$ cat src/bps_pkg.sv
// shared constants for the bridge parity status block
package bps_pkg;

  // ----------------------------------------------------------------
  // register bus
  // ----------------------------------------------------------------
  localparam int          BPS_ADDR_W   = 8;
  localparam logic [1:0]  BPS_RESP_OK  = 2'h0;
  localparam logic [1:0]  BPS_RESP_ERR = 2'h2;

  // ----------------------------------------------------------------
  // register offsets (byte addresses)
  // ----------------------------------------------------------------
  localparam logic [7:0]  BPS_OFF_PCMD  = 8'h04;
  localparam logic [7:0]  BPS_OFF_SSTAT = 8'h1c;
  localparam logic [7:0]  BPS_OFF_BCTL  = 8'h3c;

  // ----------------------------------------------------------------
  // field positions
  // ----------------------------------------------------------------
  localparam int          BPS_BIT_PERR_RESP  = 6;
  localparam int          BPS_BIT_MDPE       = 24;
  localparam int          BPS_BIT_DPE        = 31;
  localparam int          BPS_BIT_SPERR_RESP = 16;

  // index of each sticky bit in the status vector
  localparam int          BPS_STS_PDET = 0;
  localparam int          BPS_STS_PMST = 1;
  localparam int          BPS_STS_SDET = 2;
  localparam int          BPS_STS_SMST = 3;

  // ----------------------------------------------------------------
  // reset values
  // ----------------------------------------------------------------
  localparam logic        BPS_RST_RESP    = 1'b0;
  localparam logic [3:0]  BPS_RST_STS     = 4'h0;
  localparam logic        BPS_RST_PIN_N   = 1'b1;

  // ----------------------------------------------------------------
  // transaction types
  // ----------------------------------------------------------------
  typedef enum logic [1:0] {
    BPS_TXN_READ    = 2'b00,
    BPS_TXN_POSTED  = 2'b01,
    BPS_TXN_DELAYED = 2'b10,
    BPS_TXN_NONE    = 2'b11
  } bps_txn_t;

endpackage

$ cat src/bps_pin_sync.sv
// three-stage synchroniser with agreement filter for pin inputs
`timescale 1ns/1ps
`default_nettype none

module bps_pin_sync #(
  parameter int          WIDTH   = 2,
  parameter logic        RST_VAL = 1'b1
) (
  input  wire logic              clk_sys,
  input  wire logic              rst,
  input  wire logic [WIDTH-1:0]  pin_in,
  output logic      [WIDTH-1:0]  level
);

  logic [WIDTH-1:0] meta;
  logic [WIDTH-1:0] stage2;
  logic [WIDTH-1:0] stage3;

  // ----------------------------------------------------------------
  // per-bit chain; meta feeds only stage2
  // ----------------------------------------------------------------
  for (genvar i = 0; i < WIDTH; i++) begin : g_bit
    always_ff @(posedge clk_sys or posedge rst) begin
      if (rst) begin
        meta[i]   <= RST_VAL;
        stage2[i] <= RST_VAL;
        stage3[i] <= RST_VAL;
        level[i]  <= RST_VAL;
      end else begin
        meta[i]   <= pin_in[i];
        stage2[i] <= meta[i];
        stage3[i] <= stage2[i];
        // a change counts only once two stages agree
        if (stage2[i] == stage3[i]) begin
          level[i] <= stage3[i];
        end
      end
    end
  end

endmodule

`default_nettype wire

$ cat src/bps_parity_status.sv
// parity status bits of a two-sided bridge, with an axi4-lite register slave
`timescale 1ns/1ps
`default_nettype none

// Behaviour
// - a data parity error the bridge sees on the primary bus sets the primary detected bit, whatever the enables.
// - primary detected is set only for upstream reads and downstream posted or delayed writes.
// - a data parity error the bridge sees on the secondary bus sets the secondary detected bit, whatever the enables.
// - secondary detected is set only for downstream reads and upstream posted or delayed writes.
// - primary master parity bit is set only while the bridge masters the primary bus.
// - primary master parity bit is set only while the primary response enable is on.
// - primary master parity bit is triggered by the target's error pin or by the bridge's own check.
// - primary master parity bit covers upstream reads and writes only, never downstream.
// - secondary master parity bit is set only while the bridge masters the secondary bus.
// - secondary master parity bit is set only while the secondary response enable is on.
// - secondary master parity bit is triggered by the target's error pin or by the bridge's own check.
// - secondary master parity bit covers downstream reads and writes only, never upstream.
// - the secondary response enable sits in the bridge control register at offset 3ch.

module bps_parity_status (
  input  wire logic                           clk_sys,
  input  wire logic                           rst,
  // axi4-lite slave
  input  wire logic [bps_pkg::BPS_ADDR_W-1:0] s_axi_awaddr,
  input  wire logic                           s_axi_awvalid,
  output logic                                s_axi_awready,
  input  wire logic [31:0]                    s_axi_wdata,
  input  wire logic [3:0]                     s_axi_wstrb,
  input  wire logic                           s_axi_wvalid,
  output logic                                s_axi_wready,
  output logic [1:0]                          s_axi_bresp,
  output logic                                s_axi_bvalid,
  input  wire logic                           s_axi_bready,
  input  wire logic [bps_pkg::BPS_ADDR_W-1:0] s_axi_araddr,
  input  wire logic                           s_axi_arvalid,
  output logic                                s_axi_arready,
  output logic [31:0]                         s_axi_rdata,
  output logic [1:0]                          s_axi_rresp,
  output logic                                s_axi_rvalid,
  input  wire logic                           s_axi_rready,
  // transaction context from the bridge core
  input  wire bps_pkg::bps_txn_t              txn_type,
  input  wire logic                           txn_upstream,
  input  wire logic                           master_pri,
  input  wire logic                           master_sec,
  input  wire logic                           perr_det_pri,
  input  wire logic                           perr_det_sec,
  // target-driven error pins
  input  wire logic                           primary_parity_err_n,
  input  wire logic                           secondary_parity_err_n,
  // state seen by the rest of the bridge
  output logic                                perr_resp_pri,
  output logic                                perr_resp_sec,
  output logic                                primary_det_err,
  output logic                                primary_master_err,
  output logic                                secondary_det_err,
  output logic                                secondary_master_err
);
  import bps_pkg::*;

  // ----------------------------------------------------------------
  // declarations
  // ----------------------------------------------------------------
  logic                  aw_held;
  logic                  w_held;
  logic [BPS_ADDR_W-1:0] aw_addr;
  logic [31:0]           w_data;
  logic [3:0]            w_strb;
  logic [3:0]            sts;
  logic [3:0]            next_sts;
  logic [1:0]            perr_n_filt;
  logic [1:0]            perr_n_prev;

  // ----------------------------------------------------------------
  // error pin input stage
  // ----------------------------------------------------------------
  bps_pin_sync #(
    .WIDTH   (2),
    .RST_VAL (BPS_RST_PIN_N)
  ) u_pin_sync (
    .clk_sys (clk_sys),
    .rst     (rst),
    .pin_in  ({secondary_parity_err_n, primary_parity_err_n}),
    .level   (perr_n_filt)
  );

  always_ff @(posedge clk_sys or posedge rst) begin
    if (rst) begin
      perr_n_prev <= {2{BPS_RST_PIN_N}};
    end else begin
      perr_n_prev <= perr_n_filt;
    end
  end

  // one-cycle event on each new assertion of a pin
  wire pin_evt_pri = !perr_n_filt[0] && perr_n_prev[0];
  wire pin_evt_sec = !perr_n_filt[1] && perr_n_prev[1];

  // ----------------------------------------------------------------
  // write channel
  // ----------------------------------------------------------------
  assign s_axi_awready = !aw_held;
  assign s_axi_wready  = !w_held;

  wire aw_hs    = s_axi_awvalid && s_axi_awready;
  wire w_hs     = s_axi_wvalid && s_axi_wready;
  wire do_write = aw_held && w_held && !s_axi_bvalid;

  always_ff @(posedge clk_sys or posedge rst) begin
    if (rst) begin
      aw_held <= 1'b0;
      aw_addr <= '0;
    end else if (aw_hs) begin
      aw_held <= 1'b1;
      aw_addr <= s_axi_awaddr;
    end else if (do_write) begin
      aw_held <= 1'b0;
    end
  end

  always_ff @(posedge clk_sys or posedge rst) begin
    if (rst) begin
      w_held <= 1'b0;
      w_data <= '0;
      w_strb <= '0;
    end else if (w_hs) begin
      w_held <= 1'b1;
      w_data <= s_axi_wdata;
      w_strb <= s_axi_wstrb;
    end else if (do_write) begin
      w_held <= 1'b0;
    end
  end

  wire wr_pcmd  = do_write && (aw_addr[7:2] == BPS_OFF_PCMD[7:2]);
  wire wr_sstat = do_write && (aw_addr[7:2] == BPS_OFF_SSTAT[7:2]);
  wire wr_bctl  = do_write && (aw_addr[7:2] == BPS_OFF_BCTL[7:2]);
  wire wr_hit   = wr_pcmd || wr_sstat || wr_bctl;

  always_ff @(posedge clk_sys or posedge rst) begin
    if (rst) begin
      s_axi_bvalid <= 1'b0;
      s_axi_bresp  <= BPS_RESP_OK;
    end else if (do_write) begin
      s_axi_bvalid <= 1'b1;
      s_axi_bresp  <= wr_hit ? BPS_RESP_OK : BPS_RESP_ERR;
    end else if (s_axi_bready) begin
      s_axi_bvalid <= 1'b0;
    end
  end

  // ----------------------------------------------------------------
  // response enables
  // ----------------------------------------------------------------
  wire ld_resp_pri = wr_pcmd && w_strb[0];
  wire ld_resp_sec = wr_bctl && w_strb[2];

  always_ff @(posedge clk_sys or posedge rst) begin
    if (rst) begin
      perr_resp_pri <= BPS_RST_RESP;
      perr_resp_sec <= BPS_RST_RESP;
    end else begin
      if (ld_resp_pri) begin
        perr_resp_pri <= w_data[BPS_BIT_PERR_RESP];
      end
      if (ld_resp_sec) begin
        perr_resp_sec <= w_data[BPS_BIT_SPERR_RESP];
      end
    end
  end

  // ----------------------------------------------------------------
  // status set conditions
  // ----------------------------------------------------------------
  wire is_read  = (txn_type == BPS_TXN_READ);
  wire is_write = (txn_type == BPS_TXN_POSTED) || (txn_type == BPS_TXN_DELAYED);
  wire is_txn   = is_read || is_write;

  wire set_p_det = perr_det_pri
                 && ((is_read && txn_upstream) || (is_write && !txn_upstream));

  wire set_s_det = perr_det_sec
                 && ((is_read && !txn_upstream) || (is_write && txn_upstream));

  // pin or own check on primary
  wire p_mst_cause = pin_evt_pri || perr_det_pri;
  // bridge masters primary; enable; upstream only
  wire set_p_mst   = master_pri && perr_resp_pri && p_mst_cause
                   && is_txn && txn_upstream;

  // pin or own check on secondary
  wire s_mst_cause = pin_evt_sec || perr_det_sec;
  // bridge masters secondary; enable; downstream only
  wire set_s_mst   = master_sec && perr_resp_sec && s_mst_cause
                   && is_txn && !txn_upstream;

  wire [3:0] set_vec = {set_s_mst, set_s_det, set_p_mst, set_p_det};

  // ----------------------------------------------------------------
  // write-one-to-clear
  // ----------------------------------------------------------------
  wire clr_pri = wr_pcmd && w_strb[3];
  wire clr_sec = wr_sstat && w_strb[3];

  wire [3:0] clr_vec = {clr_sec && w_data[BPS_BIT_MDPE],
                        clr_sec && w_data[BPS_BIT_DPE],
                        clr_pri && w_data[BPS_BIT_MDPE],
                        clr_pri && w_data[BPS_BIT_DPE]};

  // sticky, set beats a same-cycle clear
  assign next_sts = set_vec | (sts & ~clr_vec);

  always_ff @(posedge clk_sys or posedge rst) begin
    if (rst) begin
      sts <= BPS_RST_STS;
    end else begin
      sts <= next_sts;
    end
  end

  assign primary_det_err      = sts[BPS_STS_PDET];
  assign primary_master_err   = sts[BPS_STS_PMST];
  assign secondary_det_err    = sts[BPS_STS_SDET];
  assign secondary_master_err = sts[BPS_STS_SMST];

  // ----------------------------------------------------------------
  // read channel
  // ----------------------------------------------------------------
  assign s_axi_arready = !s_axi_rvalid;

  wire ar_hs   = s_axi_arvalid && s_axi_arready;
  wire rd_pcmd = (s_axi_araddr[7:2] == BPS_OFF_PCMD[7:2]);
  wire rd_ssts = (s_axi_araddr[7:2] == BPS_OFF_SSTAT[7:2]);
  wire rd_bctl = (s_axi_araddr[7:2] == BPS_OFF_BCTL[7:2]);

  wire [31:0] pcmd_word = (32'(perr_resp_pri) << BPS_BIT_PERR_RESP)
                        | (32'(sts[BPS_STS_PMST]) << BPS_BIT_MDPE)
                        | (32'(sts[BPS_STS_PDET]) << BPS_BIT_DPE);
  wire [31:0] ssts_word = (32'(sts[BPS_STS_SMST]) << BPS_BIT_MDPE)
                        | (32'(sts[BPS_STS_SDET]) << BPS_BIT_DPE);
  // enable read back from bridge control
  wire [31:0] bctl_word = 32'(perr_resp_sec) << BPS_BIT_SPERR_RESP;

  // unmapped words read as zero with an error response
  wire [31:0] rd_word = rd_pcmd ? pcmd_word :
                        rd_ssts ? ssts_word :
                        rd_bctl ? bctl_word : 32'h0000_0000;
  wire        rd_hit  = rd_pcmd || rd_ssts || rd_bctl;

  always_ff @(posedge clk_sys or posedge rst) begin
    if (rst) begin
      s_axi_rvalid <= 1'b0;
      s_axi_rdata  <= '0;
      s_axi_rresp  <= BPS_RESP_OK;
    end else if (ar_hs) begin
      s_axi_rvalid <= 1'b1;
      s_axi_rdata  <= rd_word;
      s_axi_rresp  <= rd_hit ? BPS_RESP_OK : BPS_RESP_ERR;
    end else if (s_axi_rready) begin
      s_axi_rvalid <= 1'b0;
    end
  end
endmodule

`default_nettype wire

$ cat config.mk
export PLATFORM = sky130hd
export DESIGN_NAME = bps_parity_status
export DESIGN_NICKNAME = d
export VERILOG_FILES = /design/src/bps_pkg.sv /design/src/bps_pin_sync.sv /design/src/bps_parity_status.sv
export SDC_FILE = /design/constraint.sdc
export NUM_CORES = 1
export LEC_CHECK = 0
export ABC_AREA = 1
export BUFFER_PORTS_ARGS = -buffer_cell sky130_fd_sc_hd__buf_2
export CAP_MARGIN = 20
export CORE_MARGIN = 2
export CORE_UTILIZATION = 43
export DETAILED_ROUTE_END_ITERATION = 7
export PLACE_DENSITY = 0.87
export SYNTH_ARGS = -nofsm -noshare
export SYNTH_HDL_FRONTEND = slang
export SYNTH_HIERARCHICAL = 1
export SYNTH_SLANG_ARGS = --single-unit
$ cat constraint.sdc
create_clock -name clk_sys -period 1.1 [get_ports clk_sys]
set_input_delay 0.22 -clock clk_sys [delete_from_list [all_inputs] [get_ports clk_sys]]
set_output_delay 0.22 -clock clk_sys [all_outputs]
set_load 0.01 [all_outputs]
; Word level (Yosys, flattened, before mapping)
; Cells that the tools add are included.
[totals]
input_bits = 68
reg_bits = 100
word_cells = 104
[op_classes]
reduce_logical = 54
mux = 12
bitwise = 6
eq_ne = 10
[op_table]
columns = cell, n
row1 = $mux 32, 2
row2 = $or 25x32->32, 2
row3 = $logic_and 1x1->1, 32
row4 = $or 7x25->25, 1
row5 = $mux 17, 1
row6 = $eq 6x1->1 const B, 2
row7 = $eq 6x3->1 const B, 2
row8 = $eq 6x4->1 const B, 2
row9 = $logic_or 1x1->1, 10
row10 = $reduce_bool 2->1, 4
row11 = $logic_not 1->1, 7
row12 = $mux 1, 7
row13 = $and 4x4->4, 1
row14 = $mux 2, 2
row15 = $not 4->4, 1
row16 = $or 4x4->4, 1
row17 = $eq 1x1->1, 2
row18 = $eq 2x1->1 const B, 1
row19 = $eq 2x2->1 const B, 1
row20 = $logic_not 2->1, 1

; Depth between registers and ports, before layout
; Gate-level depths: netlist of the first run.
[logic_depth]
ltp_word = 8
mapped_depth = 8

; By module
; The synthesis of the first run kept the hierarchy.
[modules_own_cells]
columns = mod, seq_area_each_um2, area_per_inst_um2, cells_each, instances
row1 = bps_parity_status, 778.2, 1689.1, 189, 1
row2 = bps_pin_sync, 210.2, 246.5, 17, 1

; Worst setup path before layout of the first run
; Ideal clock, no wire load.
[synth_path]
path_kind = reg2reg
startpoint = register s_axi_bvalid
endpoint = register sts[0]
stages_incl_launch_ff = 7
n_path_buf = 0
path_slack_ns = 0.052
period_less_slack_ns = 1.048
arrival_ns = 0.927
required_time_ns = 0.979
cell_sequence = dfrtp_1 > inv_1 > nand3_4 > nor2_2 > nand3_1 > nand2_1 > nand2_1
[synth_between]
elab_chain_cells = 8
[synth_rtl]
columns = element, line
row1 = from (decl), bps_parity_status.sv:32  ; output logic s_axi_bvalid,
row2 = from (signal assigned), bps_parity_status.sv:142  ; s_axi_bvalid <= 1'b0;
row3 = from (signal assigned), bps_parity_status.sv:145  ; s_axi_bvalid <= 1'b1;
row4 = from (signal assigned), bps_parity_status.sv:148  ; s_axi_bvalid <= 1'b0;
row5 = $logic_not 1->1, bps_parity_status.sv:107  ; wire do_write = aw_held && w_held && !s_axi_bvalid;
row6 = $logic_and 1x1->1, bps_parity_status.sv:107
row7 = $logic_and 1x1->1, bps_parity_status.sv:135  ; wire wr_pcmd = do_write && (aw_addr[7:2] == BPS_OFF_PCMD[7:2]);
row8 = $logic_and 1x1->1, bps_parity_status.sv:202  ; wire clr_pri = wr_pcmd && w_strb[3];
row9 = $logic_and 1x1->1, bps_parity_status.sv:208  ; clr_pri && w_data[BPS_BIT_DPE]};
row10 = $not 4->4, bps_parity_status.sv:211  ; assign next_sts = set_vec | (sts & ~clr_vec);
row11 = $and 4x4->4, bps_parity_status.sv:211
row12 = $or 4x4->4, bps_parity_status.sv:211
row13 = net next_sts[0], bps_parity_status.sv:70  ; logic [3:0] next_sts;
row14 = to (signal assigned), bps_parity_status.sv:217  ; sts <= next_sts;
row15 = to (decl), bps_parity_status.sv:69  ; logic [3:0] sts;
; The timed path passes the listed nets, and every way through them passes these cells.
; A chain may end at the register's enable or synchronous reset.

; Final worst setup path of the first run
[layout_path]
startpoint = register aw_addr[6]
endpoint = register sts[0]
[layout_between]
elab_chain_cells = 7
[layout_rtl]
columns = element, line
row1 = from (decl), bps_parity_status.sv:66  ; logic [BPS_ADDR_W-1:0] aw_addr;
row2 = from (signal assigned), bps_parity_status.sv:115  ; aw_addr <= s_axi_awaddr;
row3 = $eq 6x1->1, bps_parity_status.sv:135
row4 = $logic_and 1x1->1, bps_parity_status.sv:135
row5 = $logic_and 1x1->1, bps_parity_status.sv:202
row6 = $logic_and 1x1->1, bps_parity_status.sv:208
row7 = $not 4->4, bps_parity_status.sv:211
row8 = $and 4x4->4, bps_parity_status.sv:211
row9 = $or 4x4->4, bps_parity_status.sv:211
row10 = net next_sts[0], bps_parity_status.sv:70
; The timed path passes the listed nets, and every way through them passes these cells.

==> metrics.md, run 1 <==
| Metric | Value |
|---|---|
| Status | finished, violations left |
| Failing checks | setup timing |
| Hold crit path type | in2reg |
| Final slew viol count | 0 |
| Post-Route Setup TNS | -0.170 ns |
| CP endpoint kind | flop |
| Final worst slack | -0.0495 ns |
| Dpl ws | -0.0558 ns |
| Cts bufs inserted | 5 |
| Sequential share of the synthesized area | 0.511 |
| Final cell count without fillers | 326 |
| Slowest stage cell, crit path | dfrtp_1 |
| Final net count | 343 |
| Area of the die | 5050 sq um |
| Inst Count DP | 313 |
| RSZ-0062 raised after global routing | true |
| Via count | 1487 |
| Worst vdd ir | 0.000766 V |
| Clk buf depth | 2 |
| Worst Setup Path Type | reg2reg |
| Netlist cell types | 23 |
| DRC violations left | 0 |
| PwrDens | 1960 nW/um^2 |
| CTS tree | yes |
| Net Sw Frac | 0.341 |
| Ant. Diodes | 0 |
| CP Cell Sequence | nor2_4, nand3_2, nor2_4, nand3_1, nand2_1, nand2_1 |
| Later-pin clock latency in the skew report | 0.29 ns |
| RD Place Congestion | 0.811 |
| Final Critical Period | 1.15 ns |
| Initial antenna violation count | 0 |
| Number of synthesized register bits | 39 |
| Port buffer count | 51 |
| Comb pwr share | 0.334 |
| Worst Path Max Fanout | 4 |
| Post-DP HPWL | 2.80 mm |
| H-tree Lvls | 2 |
| Yosys warns | 6 |
| Number of global-route vias before repair | 1467 |
| Detailed Route WL | 3.63 mm |
| Clock share of power | 0.202 |
| Wire length per cell | 11.1 um |
| Global Route Usage Sum | 0.157 |
| Clock skew | 0.00603 ns |
| I/O Pins | 115 |
| Cells after Synth | 206 |
| Mapped Area | 1940 sq um |
| Setup violators final | 7 |
| Clock sink count | 39 |
| Row Count | 24 |
| Die X | 71.1 um |
| CP max stage delay | 0.41 ns |
| DR pass1 iterations | 4 |
| 1st-iter DRT viols | 89 |
| Starting Density | 0.445 |
| Clk root buf | clkbuf_8 |
| Vias per inst | 4.56 |
| Arr. time, crit path | 1.34 ns |
| Critical path required time | 1.29 ns |
| Share of layout cells above drive strength 1 | 0.372 |
| Largest net degree at the start of global routing | 32 |
| Reg power frac | 0.464 |
| Startpoint types | flop |
| Layout area overhead | 21.4% |
| Worst Path Buf+Inv | 0 |
| Remaining global-route overflow | 0 |
| Final Hold Fails | 0 |
| Internal power | 3.04 mW |
| Antenna viol nets, final | 0 |
| Fmax | 870 MHz |
| Total of max-cap violations | 0 |
| Crit path max-delay family | simple AND/OR/NAND/NOR gates |
| Worst-path clk slew | 0.08 ns |
| Avg Inst Size Synth | 9.40 sq um |
| LEAKAGE | 1.25 nW |
| Die H | 71.1 um |
| Fin crit share | 1.05 |
| Commonest non-fill, non-tap cells in the layout | buf_2, nand2_1, conb_1 |
| Core area | 4350 sq um |
| P_sw | 1.57 mW |
| Most common cell after layout, fill and taps aside | buf_2 |
| First-pass GRT wire length | 6.16 mm |
## routing by layer
metal  global-route usage  vias to the layer above  share of wire
met3               0.0541                        9          0.081
met5                    0                        -              0
li1                     -                      725              -
met4               0.0629                        0          0.023
met1                0.173                      686           0.40
met2                0.275                       67           0.49
## through the flow
step	power [mW]	area (sq um)	util	hold WS, ns
finish	4.61	2350	0.540	0.0236
global route	4.95	2350	0.540	0.00182
CTS	4.61	2330	0.535	0.0172
detailed placement	3.54	2190	0.503	0.282
global placement	3.48	2190	0.503	0.279
floorplan	3.11	2040	-	0.224
## logic make-up after synthesis
family,Yosys count,synth area share
simple gates,78,0.197
buf+inv,57,0.169
flops,39,0.511
compound gates,19,0.0504
mux,10,0.0582
fa+ha+maj,2,0.0129
other cells,1,0.00194
## sequential cells by signal (all words and copies together), names as in the netlist
register           flops
u_pin_sync/meta        2
u_pin_sync/level       2
w_data                 4
s_axi_rvalid           1
u_pin_sync/stage2      2
s_axi_rdata            4
w_strb                 3
aw_held                1
u_pin_sync/stage3      2
s_axi_bvalid           1
perr_n_prev            2
s_axi_bresp            1
aw_addr                6
w_held                 1
perr_resp_sec          1
s_axi_rresp            1
sts                    4
perr_resp_pri          1
## synth_stat cells, drive strengths merged
library cell | number | area (sq um)
dfrtp | 29 | 726
inv | 27 | 101
a21oi | 7 | 35.0
nand3 | 6 | 52.6
o21ai | 11 | 55.1
dfstp | 10 | 263
buf | 30 | 225
mux2 | 10 | 113
nand4 | 9 | 56.3
conb | 1 | 3.75
nor2 | 18 | 87.6
nand2 | 44 | 178
nor3b | 1 | 7.51
ha | 2 | 25.0
o211ai | 1 | 7.51
## worst register-to-register path, delay by kind of cell (launching register included)
family / cells / cell delay [ns]
DFF: 1 / 0.41
and+or+nand+nor: 6 / 0.65
## power groups by stage
stage | sequential (mW) | combinational, mW | clock [mW]
after CTS | 2.15 | 1.51 | 0.957
after global placement | 2.18 | 1.30 | 0
after floorplan | 2.19 | 0.911 | 0
final | 2.14 | 1.54 | 0.931
after global routing | 2.20 | 1.72 | 1.04
after detailed placement | 2.19 | 1.35 | 0
## final timing paths
path,start,to,slack (ns),cells past startpoint
worst max-delay path,aw_addr[6],sts[0],-0.05,6
max in group asynchronous,rst,perr_n_prev[1],0.35,4
worst max register to register,aw_addr[6],sts[0],-0.05,6
worst min register to register,u_pin_sync/meta[0],u_pin_sync/stage2[0],0.36,0
min in group asynchronous,rst,sts[0],0.51,4
worst min-delay path,secondary_parity_err_n,u_pin_sync/meta[1],0.02,1
## cell type report
cell class	instances	area [sq um]
clock inverter	2	11.3
multi-input combinational	139	747
sequential	39	988
inverter	27	101
fill	393	2000
tap	52	65.1
clock buffer	6	72.6
timing repair buffer	61	364
## repair_timing
action / 4_1_cts / 5_1_grt
pin swaps: 1 / 4
endpoints found under the hold margin: 29 / 0
setup buffers: 3 / 1
setup endpoints to repair: 10 / 16
hold buffers: 1 / 0
gates resized for setup: 5 / 3
Power figures use the tool's default switching activity.
==> run 2: changes to the inputs <==
RECOVER_POWER = 25   (was default)
==> run 2 against run 1 <==
Against the previous run: the flow still finishes with violations (setup timing); via count barely moved; sequential cell count did not move; core utilization fell by 0.32 points; clock power barely moved; die area did not move; critical path depth did not move; hold slack barely moved; combinational power barely moved; cell count did not move; critical path type unchanged; largest power group unchanged.
==> metrics.md, run 2 (synthesized netlist as in run 1, its figures left out) <==
| Metric | Value |
|---|---|
| Remaining global-route overflow | 0 (unchanged) |
| Commonest non-fill, non-tap cells in the layout | buf_2, nand2_1, conb_1 (unchanged) |
| Worst Setup Path Type | reg2reg (unchanged) |
| First-pass GRT wire length | 6.16 mm (unchanged) |
| Global Route Usage Sum | 0.157 (unchanged) |
| Final Hold Fails | 0 (unchanged) |
| Largest net degree at the start of global routing | 32 (unchanged) |
| DR pass1 iterations | 4 (unchanged) |
| Post-Route Setup TNS | -0.169 ns (was -0.170 ns) |
| Status | finished, violations left (unchanged) |
| Vias per inst | 4.56 (about the same) |
| H-tree Lvls | 2 (unchanged) |
| Hold crit path type | in2reg (unchanged) |
| Final slew viol count | 0 (unchanged) |
| Hold path depth | 1 (unchanged) |
| R2R Path End | sts[0] (unchanged) |
| Clock skew | 0.00650 ns (was 0.00603 ns) |
| Fin crit share | 1.04 (was 1.05) |
| Total of max-cap violations | 0 (unchanged) |
| Worst Path Buf+Inv | 0 (unchanged) |
| Port buffer count | 51 (unchanged) |
| CP Cell Sequence | nor2_4, nand3_2, nor2_4, nand3_1, nand2_1, nand2_1 (unchanged) |
| Reg2reg path depth | 6 (unchanged) |
| Later-pin clock latency in the skew report | 0.29 ns (about the same) |
| Max reg flops | 6 (unchanged) |
| Core area | 4350 sq um (unchanged) |
| Critical path required time | 1.29 ns (about the same) |
| # fillers | 396 (was 393) |
| Worst vdd ir | 0.000766 V (about the same) |
| Detailed Route WL | 3.63 mm (about the same) |
| Tot Pwr | 4.60 mW (was 4.61 mW) |
| Crit path max-delay family | simple AND/OR/NAND/NOR gates (unchanged) |
| Initial antenna violation count | 0 (unchanged) |
| Clock sink count | 39 (unchanged) |
| CP endpoint kind | flop (unchanged) |
| Critical Path Start | aw_addr[6] (unchanged) |
| Clk root buf | clkbuf_8 (unchanged) |
| RSZ-0062 raised after global routing | true (unchanged) |
| Arr. time, crit path | 1.34 ns (about the same) |
| Antenna viol nets, final | 0 (unchanged) |
| Row Count | 24 (unchanged) |
| RD Place Congestion | 0.811 (unchanged) |
| I/O Pins | 115 (unchanged) |
| Final Critical Period | 1.15 ns (about the same) |
| Fmax | 870 MHz (about the same) |
| Top reg by flops | aw_addr (unchanged) |
| HP Start | secondary_parity_err_n (unchanged) |
| Ant. Diodes | 0 (unchanged) |
| Clk buf depth | 2 (unchanged) |
| Cts bufs inserted | 5 (unchanged) |
| Die H | 71.1 um (unchanged) |
| Most common cell after layout, fill and taps aside | buf_2 (unchanged) |
| Worst reg2reg path startpoint | aw_addr[6] (unchanged) |
| Worst-path clk slew | 0.08 ns (about the same) |
| Layout area overhead | 20.7% (was 21.4%) |
| Number of global-route vias before repair | 1467 (unchanged) |
| LEAKAGE | 1.24 nW (was 1.25 nW) |
| Wire length per cell | 11.1 um (about the same) |
| 1st-iter DRT viols | 67 (was 89) |
| CP max stage delay | 0.41 ns (about the same) |
| Via count | 1486 (was 1487) |
| Startpoint types | flop (unchanged) |
| R2r setup slk | -0.05 ns (about the same) |
| CTS tree | yes (unchanged) |
| PwrDens | 1970 nW/um^2 (was 1960 nW/um^2) |
| Final net count | 343 (unchanged) |
| Post-DP HPWL | 2.80 mm (unchanged) |
| Worst Path Max Fanout | 4 (unchanged) |
| Failing checks | setup timing (unchanged) |
| DRC violations left | 0 (unchanged) |
| Dpl ws | -0.0558 ns (unchanged) |
| Starting Density | 0.445 (unchanged) |
| Final core area utilization | 0.536 (was 0.540) |
| Share of layout cells above drive strength 1 | 0.354 (was 0.372) |
| Setup violators final | 7 (unchanged) |
| Area of the die | 5050 sq um (unchanged) |
| Worst Hold Path EP | u_pin_sync/meta[1] (unchanged) |
| Final worst slack | -0.0494 ns (was -0.0495 ns) |
| Die X | 71.1 um (unchanged) |
| Slowest stage cell, crit path | dfrtp_1 (unchanged) |
[run 2: metrics by stage]
| step | instance area [sq um] | cells | hold WS [ns] |
|---|---|---|---|
| floorplan | 2040 | 235 | 0.224 |
| global placement | 2190 | 313 | 0.279 |
| detailed placement | 2190 | 313 | 0.282 |
| CTS | 2330 | 325 | 0.0172 |
| global route | 2340 | 326 | 0.00194 |
| finish | 2340 | 326 | 0.0240 |
[run 2: timing repair]
item / in CTS / in global routing
buffers inserted: 3 / 1
pin swaps: 1 / 4
hold buffers: 1 / 0
gates resized for setup: 5 / 3
setup endpoints to repair: 10 / 16
gates cloned: 0 / 0
endpoints found under the hold margin: 29 / 0
[run 2: cell type report]
cell class                      instances  area, sq um  share of cell area
Clock buffer                            6         72.6              0.0311
Multi-Input combinational cell        139          747               0.320
Timing Repair Buffer                   61          350               0.150
Inverter                               27          101              0.0434
Clock inverter                          2         11.3             0.00482
Tap cell                               52         65.1              0.0279
Sequential cell                        39          988               0.423
[run 2: worst max-delay path by stage]
stage	to	cells past startpoint
global placement	sts[1]	6
finish	sts[0]	6
detailed placement	sts[1]	6
CTS	s_axi_awready	2
global route	sts[3]	6
floorplan	sts[0]	6
[run 2: report_power, final]
part	internal (mW)	total (mW)	switching, mW	leakage, nW
Sequential	1.86	2.14	0.276	0.442
Clock	0.444	0.930	0.485	0.0455
Combinational	0.721	1.53	0.810	0.753
[run 2: layer usage]
layer / wire length [um] / share of wire / GRT usage / vias to the layer above
li1: - / - / - / 725
met1: 1460 / 0.40 / 0.173 / 684
met2: 1790 / 0.49 / 0.275 / 68
met3: 291 / 0.080 / 0.0541 / 9
met4: 83 / 0.023 / 0.0629 / 0
met5: 0 / 0 / 0 / -
